[config.mk]
export PLATFORM = sky130hd
export DESIGN_NAME = pss_top
export DESIGN_NICKNAME = d
export VERILOG_FILES = /design/src/pss_pkg.sv /design/src/pss_top.sv
export SDC_FILE = /design/constraint.sdc
export NUM_CORES = 1
export LEC_CHECK = 0
export BUFFER_PORTS_ARGS = -buffer_cell sky130_fd_sc_hd__buf_4
export CELL_PAD_IN_SITES_DETAIL_PLACEMENT = 0
export CELL_PAD_IN_SITES_GLOBAL_PLACEMENT = 1
export CORE_ASPECT_RATIO = 2
export CORE_UTILIZATION = 30
export CTS_BUF_LIST = sky130_fd_sc_hd__clkbuf_2
export CTS_CLUSTER_SIZE = 20
export DETAILED_ROUTE_END_ITERATION = 8
export PLACE_DENSITY = 0.64
export SLEW_MARGIN = 25
export SYNTH_ARGS = -nofsm -noshare
export SYNTH_HDL_FRONTEND = slang
export SYNTH_SLANG_ARGS = --single-unit
[constraint.sdc]
create_clock -name ref_clk -period 2.9 [get_ports ref_clk]
set_input_delay 0.58 -clock ref_clk [delete_from_list [all_inputs] [get_ports ref_clk]]
set_output_delay 0.58 -clock ref_clk [all_outputs]
set_load 0.005 [all_outputs]
[src/pss_pkg.sv]
// Purpose: constants and carriers of the pulse-skip / bridge / shutdown PWM block
// Assumes: AHB-Lite register access, 32-bit words, one clock
// Notes:   register offsets are byte addresses
package pss_pkg;
   // ==========================================
   // register map
   localparam logic [7:0] PSS_OFS_CLK   = 8'h00;
   localparam logic [7:0] PSS_OFS_OEN   = 8'h04;
   localparam logic [7:0] PSS_OFS_PRS   = 8'h08;
   localparam logic [7:0] PSS_OFS_MODE  = 8'h0c;
   localparam logic [7:0] PSS_OFS_ASDC  = 8'h10;
   localparam logic [7:0] PSS_OFS_ASDS  = 8'h14;
   localparam logic [7:0] PSS_OFS_ASDL  = 8'h18;
   localparam logic [7:0] PSS_OFS_PH    = 8'h1c;
   localparam logic [7:0] PSS_OFS_PR    = 8'h20;
   localparam logic [7:0] PSS_OFS_DB    = 8'h24;
   localparam logic [7:0] PSS_OFS_STAT  = 8'h28;
   // ==========================================
   // field layout and reset values
   localparam logic [7:0] PSS_CLK_MASK  = 8'h33;
   localparam logic [7:0] PSS_OEN_MASK  = 8'h3f;
   localparam logic [7:0] PSS_PRS_MASK  = 8'h9f;
   localparam int         PSS_PRS_IN    = 7;
   localparam int         PSS_PRS_TM    = 0;
   localparam int         PSS_ASDC_EN   = 7;
   localparam int         PSS_ASDC_FLG  = 6;
   localparam int         PSS_ASDC_OV   = 5;
   localparam int         PSS_ASDC_ARS  = 4;
   localparam logic [7:0] PSS_RST8      = 8'h00;
   localparam logic [15:0] PSS_RST16    = 16'h0000;
   // ==========================================
   // modes
   typedef enum logic [1:0] {
      PSS_MODE_OFF  = 2'b00,
      PSS_MODE_SKIP = 2'b01,
      PSS_MODE_FWD  = 2'b10,
      PSS_MODE_REV  = 2'b11
   } pss_mode_t;
   typedef enum logic [1:0] {
      PSS_DIR_RUN   = 2'b00,
      PSS_DIR_DBF   = 2'b01,
      PSS_DIR_DBR   = 2'b10
   } pss_dir_t;
   // ==========================================
   // ahb request carrier
   typedef struct packed {
      logic        sel;
      logic        wr;
      logic [7:0]  addr;
   } pss_ahb_req_t;
endpackage

[src/pss_top.sv]
// Purpose: pulse-skip, bridge and shutdown PWM with AHB-Lite registers
// Assumes: ref_clk 50 MHz; all event inputs asynchronous to ref_clk
// Notes:   osc and pll clock sources arrive as enable pulses from outside, the external pin as a level
//
// Implementation choices: the AHB-Lite register port and the address map.
`timescale 1ns/1ps
module pss_top #(
   parameter int TB_W = 16
) (
   // clock and reset
   input  wire logic              ref_clk,
   input  wire logic              rst_n,
   // ahb-lite slave
   input  wire logic              hsel,
   input  wire logic [31:0]       haddr,
   input  wire logic [1:0]        htrans,
   input  wire logic              hwrite,
   input  wire logic [2:0]        hsize,
   input  wire logic [31:0]       hwdata,
   input  wire logic              hready,
   output logic [31:0]            hrdata,
   output logic                   hreadyout,
   output logic                   hresp,
   // module clock candidates: osc and pll as one-cycle enables, external pin as a level
   input  wire logic              osc_clk_en,
   input  wire logic              pll_clk_en,
   input  wire logic              external_clock_pin,
   // event inputs
   input  wire logic              event_input_pin,
   input  wire logic [3:0]        comparator_sync_out,
   input  wire logic [3:0]        rise_src,
   input  wire logic [3:0]        fall_src,
   input  wire logic [3:0]        shutdown_src,
   // power stage pins
   output logic [5:0]             pwm_out,
   output logic [5:0]             pwm_oe,
   output logic                   shutdown_irq
);
   // ==========================================
   // state
   typedef struct packed {
      logic [3:0]           clk_sync1;
      logic [3:0]           clk_sync2;
      logic [13:0]          in_s1;
      logic [13:0]          in_s2;
      logic                 pin_clk_d;
      logic [2:0]           pre_cnt;
      logic [7:0]           clk_ctl;
      logic [7:0]           oen;
      logic [7:0]           prs;
      pss_pkg::pss_mode_t   mode;
      logic [7:0]           asdc;
      logic [3:0]           asds;
      logic [5:0]           asdl;
      logic [TB_W-1:0]      phase;
      logic [TB_W-1:0]      period;
      logic [7:0]           db_rise;
      logic [7:0]           db_fall;
      logic [TB_W-1:0]      tmr;
      logic [5:0]           prs_prev;
      logic                 qualified;
      logic                 out_a;
      logic                 out_b;
      logic                 dir_rev;
      pss_pkg::pss_dir_t    dir_st;
      logic [7:0]           db_cnt;
      logic                 halted;
      pss_pkg::pss_ahb_req_t req;
      logic [31:0]          rdata;
      logic [5:0]           pins;
      logic [5:0]           pins_oe;
      logic                 irq;
   } pss_state_t;

   pss_state_t s_q;
   pss_state_t s_d;

   // ==========================================
   // combinational helpers
   logic              tick;
   logic              src_tick;
   logic              pin_clk_s;
   logic [5:0]        prs_now;
   logic              period_ev;
   logic              rise_ev;
   logic              fall_ev;
   logic              ext_sd;
   logic              sd_cond;
   logic              override;
   logic [5:0]        run_pins;
   logic [7:0]        wdat;
   logic              wr_go;

   always_comb begin
      s_d       = s_q;
      wdat      = hwdata[7:0];
      wr_go     = s_q.req.sel && s_q.req.wr;
      // input synchronisers, second stage only is read
      s_d.in_s1 = {external_clock_pin, event_input_pin, comparator_sync_out,
                   rise_src, fall_src};
      s_d.in_s2 = s_q.in_s1;
      s_d.clk_sync1 = {shutdown_src};
      s_d.clk_sync2 = s_q.clk_sync1;
      pin_clk_s = s_q.in_s2[13];
      s_d.pin_clk_d = pin_clk_s;
      // clock source select
      case (s_q.clk_ctl[1:0])
         2'b00:   src_tick = osc_clk_en;
         2'b01:   src_tick = pll_clk_en;
         2'b10:   src_tick = pin_clk_s && !s_q.pin_clk_d;
         default: src_tick = 1'b0;
      endcase
      // prescaler
      tick = 1'b0;
      if (src_tick) begin
         s_d.pre_cnt = s_q.pre_cnt + 3'd1;
         case (s_q.clk_ctl[5:4])
            2'b11:   tick = (s_q.pre_cnt == 3'd7);
            2'b10:   tick = (s_q.pre_cnt[1:0] == 2'd3);
            2'b01:   tick = s_q.pre_cnt[0];
            default: tick = 1'b1;
         endcase
      end
      // period sources, OR of rising enabled sources
      prs_now = {s_q.in_s2[12], s_q.in_s2[11:8],
                 (s_q.tmr == s_q.period)};
      period_ev = 1'b0;
      if (tick) begin
         s_d.prs_prev = prs_now;
         period_ev = |({s_q.prs[pss_pkg::PSS_PRS_IN], s_q.prs[4:1], s_q.prs[0]}
                       & prs_now & ~s_q.prs_prev);
         s_d.tmr = period_ev ? '0 : s_q.tmr + 1'b1;
      end
      // waveform events
      rise_ev = tick && (s_q.tmr == s_q.phase);
      fall_ev = tick && |s_q.in_s2[3:0];
      // shutdown
      ext_sd   = s_q.asdc[pss_pkg::PSS_ASDC_EN] && |(s_q.clk_sync2 & s_q.asds);
      s_d.irq  = 1'b0;
      if (wr_go && s_q.req.addr == pss_pkg::PSS_OFS_ASDC) begin
         s_d.asdc = wdat;
         if (!wdat[pss_pkg::PSS_ASDC_FLG] && ext_sd)
            s_d.asdc[pss_pkg::PSS_ASDC_FLG] = 1'b1;
         if (wdat[pss_pkg::PSS_ASDC_FLG] && wdat[pss_pkg::PSS_ASDC_EN]
             && !s_q.asdc[pss_pkg::PSS_ASDC_FLG])
            s_d.irq = 1'b1;
      end
      if (ext_sd) begin
         if (!s_q.asdc[pss_pkg::PSS_ASDC_FLG])
            s_d.irq = 1'b1;
         s_d.asdc[pss_pkg::PSS_ASDC_FLG] = 1'b1;
      end else if (s_q.asdc[pss_pkg::PSS_ASDC_ARS] && s_q.asdc[pss_pkg::PSS_ASDC_EN]
                   && |s_q.asds && !(wr_go && s_q.req.addr == pss_pkg::PSS_OFS_ASDC)) begin
         s_d.asdc[pss_pkg::PSS_ASDC_FLG] = 1'b0;
      end
      sd_cond  = s_q.asdc[pss_pkg::PSS_ASDC_EN] && s_q.asdc[pss_pkg::PSS_ASDC_FLG];
      override = s_q.asdc[pss_pkg::PSS_ASDC_EN] &&
                 (sd_cond || s_q.asdc[pss_pkg::PSS_ASDC_OV]);
      if (sd_cond)
         s_d.halted = 1'b1;
      else if (period_ev)
         s_d.halted = 1'b0;
      // pulse-skipping qualification
      if (period_ev)
         s_d.qualified = |s_q.in_s2[7:4];
      else if (rise_ev)
         s_d.qualified = 1'b0;
      // direction and deadband
      case (s_q.dir_st)
         pss_pkg::PSS_DIR_RUN: begin
            if ((s_q.mode == pss_pkg::PSS_MODE_REV) != s_q.dir_rev &&
                (s_q.mode == pss_pkg::PSS_MODE_FWD || s_q.mode == pss_pkg::PSS_MODE_REV)) begin
               s_d.dir_rev = !s_q.dir_rev;
               s_d.db_cnt  = s_q.dir_rev ? s_q.db_rise : s_q.db_fall;
               s_d.dir_st  = s_q.dir_rev ? pss_pkg::PSS_DIR_DBR : pss_pkg::PSS_DIR_DBF;
               s_d.out_a   = 1'b0;
               s_d.out_b   = 1'b0;
            end
         end
         pss_pkg::PSS_DIR_DBF, pss_pkg::PSS_DIR_DBR: begin
            if (s_q.db_cnt == 8'h00)
               s_d.dir_st = pss_pkg::PSS_DIR_RUN;
            else if (tick)
               s_d.db_cnt = s_q.db_cnt - 8'd1;
         end
         default: s_d.dir_st = pss_pkg::PSS_DIR_RUN;
      endcase
      if (s_q.dir_st == pss_pkg::PSS_DIR_RUN) begin
         case (s_q.mode)
            pss_pkg::PSS_MODE_SKIP: begin
               if (fall_ev)
                  s_d.out_a = 1'b0;
               else if (rise_ev && s_q.qualified)
                  s_d.out_a = 1'b1;
               s_d.out_b = 1'b0;
            end
            pss_pkg::PSS_MODE_FWD: begin
               if (fall_ev)
                  s_d.out_a = 1'b0;
               else if (rise_ev)
                  s_d.out_a = 1'b1;
               s_d.out_b = 1'b0;
            end
            pss_pkg::PSS_MODE_REV: begin
               if (fall_ev)
                  s_d.out_b = 1'b0;
               else if (rise_ev)
                  s_d.out_b = 1'b1;
               s_d.out_a = 1'b0;
            end
            default: begin
               s_d.out_a = 1'b0;
               s_d.out_b = 1'b0;
            end
         endcase
      end
      // pin assembly
      run_pins = 6'h00;
      run_pins[0] = s_q.out_a;
      if (s_q.mode == pss_pkg::PSS_MODE_FWD || s_q.mode == pss_pkg::PSS_MODE_REV) begin
         run_pins[1] = s_q.out_b;
         run_pins[2] = s_q.dir_st == pss_pkg::PSS_DIR_RUN && s_q.dir_rev;
         run_pins[3] = s_q.dir_st == pss_pkg::PSS_DIR_RUN && !s_q.dir_rev;
      end
      if (s_q.halted && !sd_cond)
         run_pins = 6'h00;
      s_d.pins    = override ? s_q.asdl : run_pins;
      s_d.pins_oe = s_q.oen[5:0];
      // ahb-lite address phase
      s_d.req.sel  = hsel && hready && htrans[1];
      s_d.req.wr   = hwrite;
      s_d.req.addr = haddr[7:0];
      if (wr_go) begin
         case (s_q.req.addr)
            pss_pkg::PSS_OFS_CLK:  s_d.clk_ctl = wdat & pss_pkg::PSS_CLK_MASK;
            pss_pkg::PSS_OFS_OEN:  s_d.oen     = wdat & pss_pkg::PSS_OEN_MASK;
            pss_pkg::PSS_OFS_PRS:  s_d.prs     = wdat & pss_pkg::PSS_PRS_MASK;
            pss_pkg::PSS_OFS_MODE: s_d.mode    = pss_pkg::pss_mode_t'(wdat[1:0]);
            pss_pkg::PSS_OFS_ASDS: s_d.asds    = wdat[3:0];
            pss_pkg::PSS_OFS_ASDL: s_d.asdl    = wdat[5:0];
            pss_pkg::PSS_OFS_PH:   s_d.phase   = hwdata[TB_W-1:0];
            pss_pkg::PSS_OFS_PR:   s_d.period  = hwdata[TB_W-1:0];
            pss_pkg::PSS_OFS_DB:   {s_d.db_fall, s_d.db_rise} = hwdata[15:0];
            default: ;
         endcase
      end
      // read data for the next data phase
      s_d.rdata = 32'h0000_0000;
      if (s_d.req.sel && !hwrite) begin
         case (haddr[7:0])
            pss_pkg::PSS_OFS_CLK:  s_d.rdata[7:0]  = s_q.clk_ctl;
            pss_pkg::PSS_OFS_OEN:  s_d.rdata[7:0]  = s_q.oen;
            pss_pkg::PSS_OFS_PRS:  s_d.rdata[7:0]  = s_q.prs;
            pss_pkg::PSS_OFS_MODE: s_d.rdata[1:0]  = s_q.mode;
            pss_pkg::PSS_OFS_ASDC: s_d.rdata[7:0]  = s_d.asdc;
            pss_pkg::PSS_OFS_ASDS: s_d.rdata[3:0]  = s_q.asds;
            pss_pkg::PSS_OFS_ASDL: s_d.rdata[5:0]  = s_q.asdl;
            pss_pkg::PSS_OFS_PH:   s_d.rdata[TB_W-1:0] = s_q.phase;
            pss_pkg::PSS_OFS_PR:   s_d.rdata[TB_W-1:0] = s_q.period;
            pss_pkg::PSS_OFS_DB:   s_d.rdata[15:0] = {s_q.db_fall, s_q.db_rise};
            pss_pkg::PSS_OFS_STAT: s_d.rdata[TB_W+7:0] = {s_q.tmr, 2'b00,
                                    s_q.pins};
            default: ;
         endcase
      end
   end

   // ==========================================
   // state register
   always_ff @(posedge ref_clk or negedge rst_n) begin
      if (!rst_n) begin
         s_q <= '0;
      end else begin
         s_q <= s_d;
      end
   end

   // ==========================================
   // outputs
   assign hrdata       = s_q.rdata;
   assign hreadyout    = 1'b1;
   assign hresp        = 1'b0;
   assign pwm_out      = s_q.pins;
   assign pwm_oe       = s_q.pins_oe;
   assign shutdown_irq = s_q.irq;
endmodule // pss_top

==> metrics <==
final wirelength=29.0 mm; Design Area, Final=11300 um^2; Setup TNS=0 ps; Static Leak=5.02 nW; Fin Hold WS=78.6 ps; DRC=0; WP depth=8; Area growth, synth to finish=19.9%; Synth area leader=dfrtp_1; Post-synth EDFFs=0; Critical R2R Launch=s_q[83]; max incr delay on CP=520 ps; Power Dens Cells=589 nW/um^2; CP Max Fanout=14; Die H=252 um; switching share of total power=33.0%; GR Util met2=37.1%; Total GRT Usage=18.7%; most frequent cells in the layout=dfrtp_1 (208), buf_4 (116), mux2_2 (89); WP data arrival=3210 ps; Synth area leaders=dfrtp_1 (55%), mux2_2 (11%), buf_4 (3.7%), xnor2_1 (3.0%), nand2_1 (2.5%); predominant post-synthesis flop cell=dfrtp_1; internal power=4.45 mW; grt ovf=0; Yosys top cell area share=55.4%; critical path class=reg -> reg; crit path buf inv count=2; Synth Register Bits=208; Worst-Skew Late Latency=820 ps; Die ar.=32100 um^2; syn avg cell area=11.8 um^2; largest net degree at the start of global routing=72; hold path cells=2; Tcrit/Tclk final=87.0%; combinational power share=21.1%; Largest delay share family, worst path=simple AND/OR/NAND/NOR gates; global-route wire length before repair=43.7 mm; Fmax=396 MHz; VDD IR-drop max=0.236 mV; unrepaired setup endpoints after global routing=false; final setup violation count=0; Root Driver=clkbuf_2; GR Util met1=17.2%; num rows=91; Critical Path End Type=flip-flop; minimum clock period=2520 ps; most common cell after layout, fill and taps aside=dfrtp_1; Critical Path RT=3590 ps; IO buf count=86; Max-Cap Viols=0; Clock Sinks=208; nets@finish=1036; DP Area=10400 um^2; RR Endpoint=s_q[86]; sequential share of the synthesized area=55.4%; Mapped Cells=795; fraction of layout cells with a size suffix above 1=29.9%; Clock Pin Slew Worst Setup and Hold Paths=130 ps; vias in the first global route=7241; Setup crit end=s_q[86]; pins over their slew limit=0; critical-path cell list=xnor2_1 -> nand4_1 -> nor4_1 -> buf_4 -> a311oi_1 -> nor2_1 -> buf_4 -> nor2_1; Final Power=6.64 mW; worst-margin pin slew=746 ps; CTS tree=built; core area=30900 um^2; drt first-iter violations=341; Worst setup SP type=flip-flop; via count=6741; Warnings, synthesis=0; Post-Syn Area=9400 um^2; initial antenna violation count=1; routed length per instance=20.8 um; Initial Utilization=30.5%; worst setup path start=s_q[83]; R2R Setup Slk=380 ps; Die W=127 um; clock power share=28.5%; status=finished, final reports clean; FFs w/ async S/R, synth=100%; Switch Pwr=2.19 mW; Fin Clk Skew=32.3 ps; Detail Placement HPWL=21.6 mm; post-route ant nets=0; Max clock buf depth=3; GR Util met3=2.20%; Via density=4.85; final hold vios=0; Top Usage Layer GRT=met2; Hold WC Path Type=in -> reg; Slowest cell on crit path=dfrtp_1; Rel. slew slack=49.9%; R2R cell count=8; clock buffer count from CTS=48; distinct cell type count after synthesis=65; Final Wtd Congestion=0.880; H-tree lvl count=2; first-pass iteration count of the detailed router=7; num ports=141; power share of the sequential group=50.4%; postcts setup bufs=0
## cell usage after synthesis, types with 3 or more instances
cell / n
mux2i_1: 21
a31oi_1: 5
nand4_1: 17
nand2b_1: 5
nor3b_1: 3
buf_2: 8
nand2_1: 62
nand3b_1: 3
and2_1: 14
a211oi_1: 3
nor2_1: 41
nor4_1: 12
nor3_1: 13
buf_1: 5
xnor2_1: 32
clkbuf_1: 20
a22oi_1: 15
nand3_1: 16
ha_1: 7
o22ai_1: 9
and3_1: 3
a21oi_1: 20
inv_1: 17
a22o_1: 6
or3_1: 3
a222oi_1: 6
buf_4: 46
mux2_2: 89
xor2_1: 17
o21a_1: 4
o31ai_1: 3
dfrtp_1: 208
o21ai_0: 18
## kinds of logic after synthesis
kind of cell             Yosys count  synth area share [%]
other                              2                0.0799
AO/OA/AOI/OAI                    113                  8.61
flip-flops                       208                  55.4
adder cells (fa/ha/maj)            7                 0.931
multiplexers                     112                  13.2
buffers and inverters             96                  5.78
XOR/XNOR                          49                  4.56
AND/OR/NAND/NOR                  208                  11.5
## power by group through the flow
| stage | sequential, mW | clock [mW] | combinational, mW |
|---|---|---|---|
| 6_report | 3.35 | 1.89 | 1.40 |
| 5_1_grt | 3.38 | 2.11 | 1.54 |
| 4_1_cts | 3.35 | 1.99 | 1.41 |
| 3_5_place_dp | 3.41 | 0 | 1.36 |
| 3_3_place_gp | 3.40 | 0 | 1.34 |
| 2_1_floorplan | 3.30 | 0 | 0.937 |
## metrics by stage
step / setup WS, ps / instances / utilization (%)
after CTS: 352 / 1389 / 36.5
after global placement: 385 / 1263 / 33.8
after detailed placement: 385 / 1263 / 33.8
final: 377 / 1390 / 36.5
after global routing: 282 / 1390 / 36.5
after floorplan: 274 / 803 / -
## routing by layer
metal / up-vias / wire [um]
li1: 3073 / -
met1: 3381 / 9360
met2: 200 / 16700
met3: 87 / 932
met4: 0 / 2010
met5: - / 0
## repair_timing
action,CTS,global route
resized for setup,0,0
setup endpoints to repair,0,0
hold endpoints to repair,128,0
hold buffers,40,0
## registers in the layout, indices dropped and copies added, names as in the netlist
signal        flops
prs_now           5
hrdata           24
pwm_out           6
s_q             141
pwm_oe            6
s_d              24
shutdown_irq      1
pin_clk_s         1
## area by class of cell
type / count / area (um^2)
multi-input combinational: 499 / 3680
clock buffer: 62 / 310
tap: 418 / 523
inverter: 17 / 63.8
timing repair buffer: 161 / 1370
fill: 3118 / 19600
antenna: 1 / 2.50
sequential: 208 / 5200
clock inverter: 24 / 120
## worst min-delay path by stage
stage                      to  slack, ps      start
floorplan           hrdata[0]        280      rst_n
CTS                  s_q[129]          1  hwdata[5]
global route           s_d[6]         20  hwdata[5]
global placement     s_q[189]        330   s_d[189]
finish               s_q[129]         80  hwdata[5]
detailed placement   s_q[219]        330   s_d[219]
(Power assumes the default switching activity.)
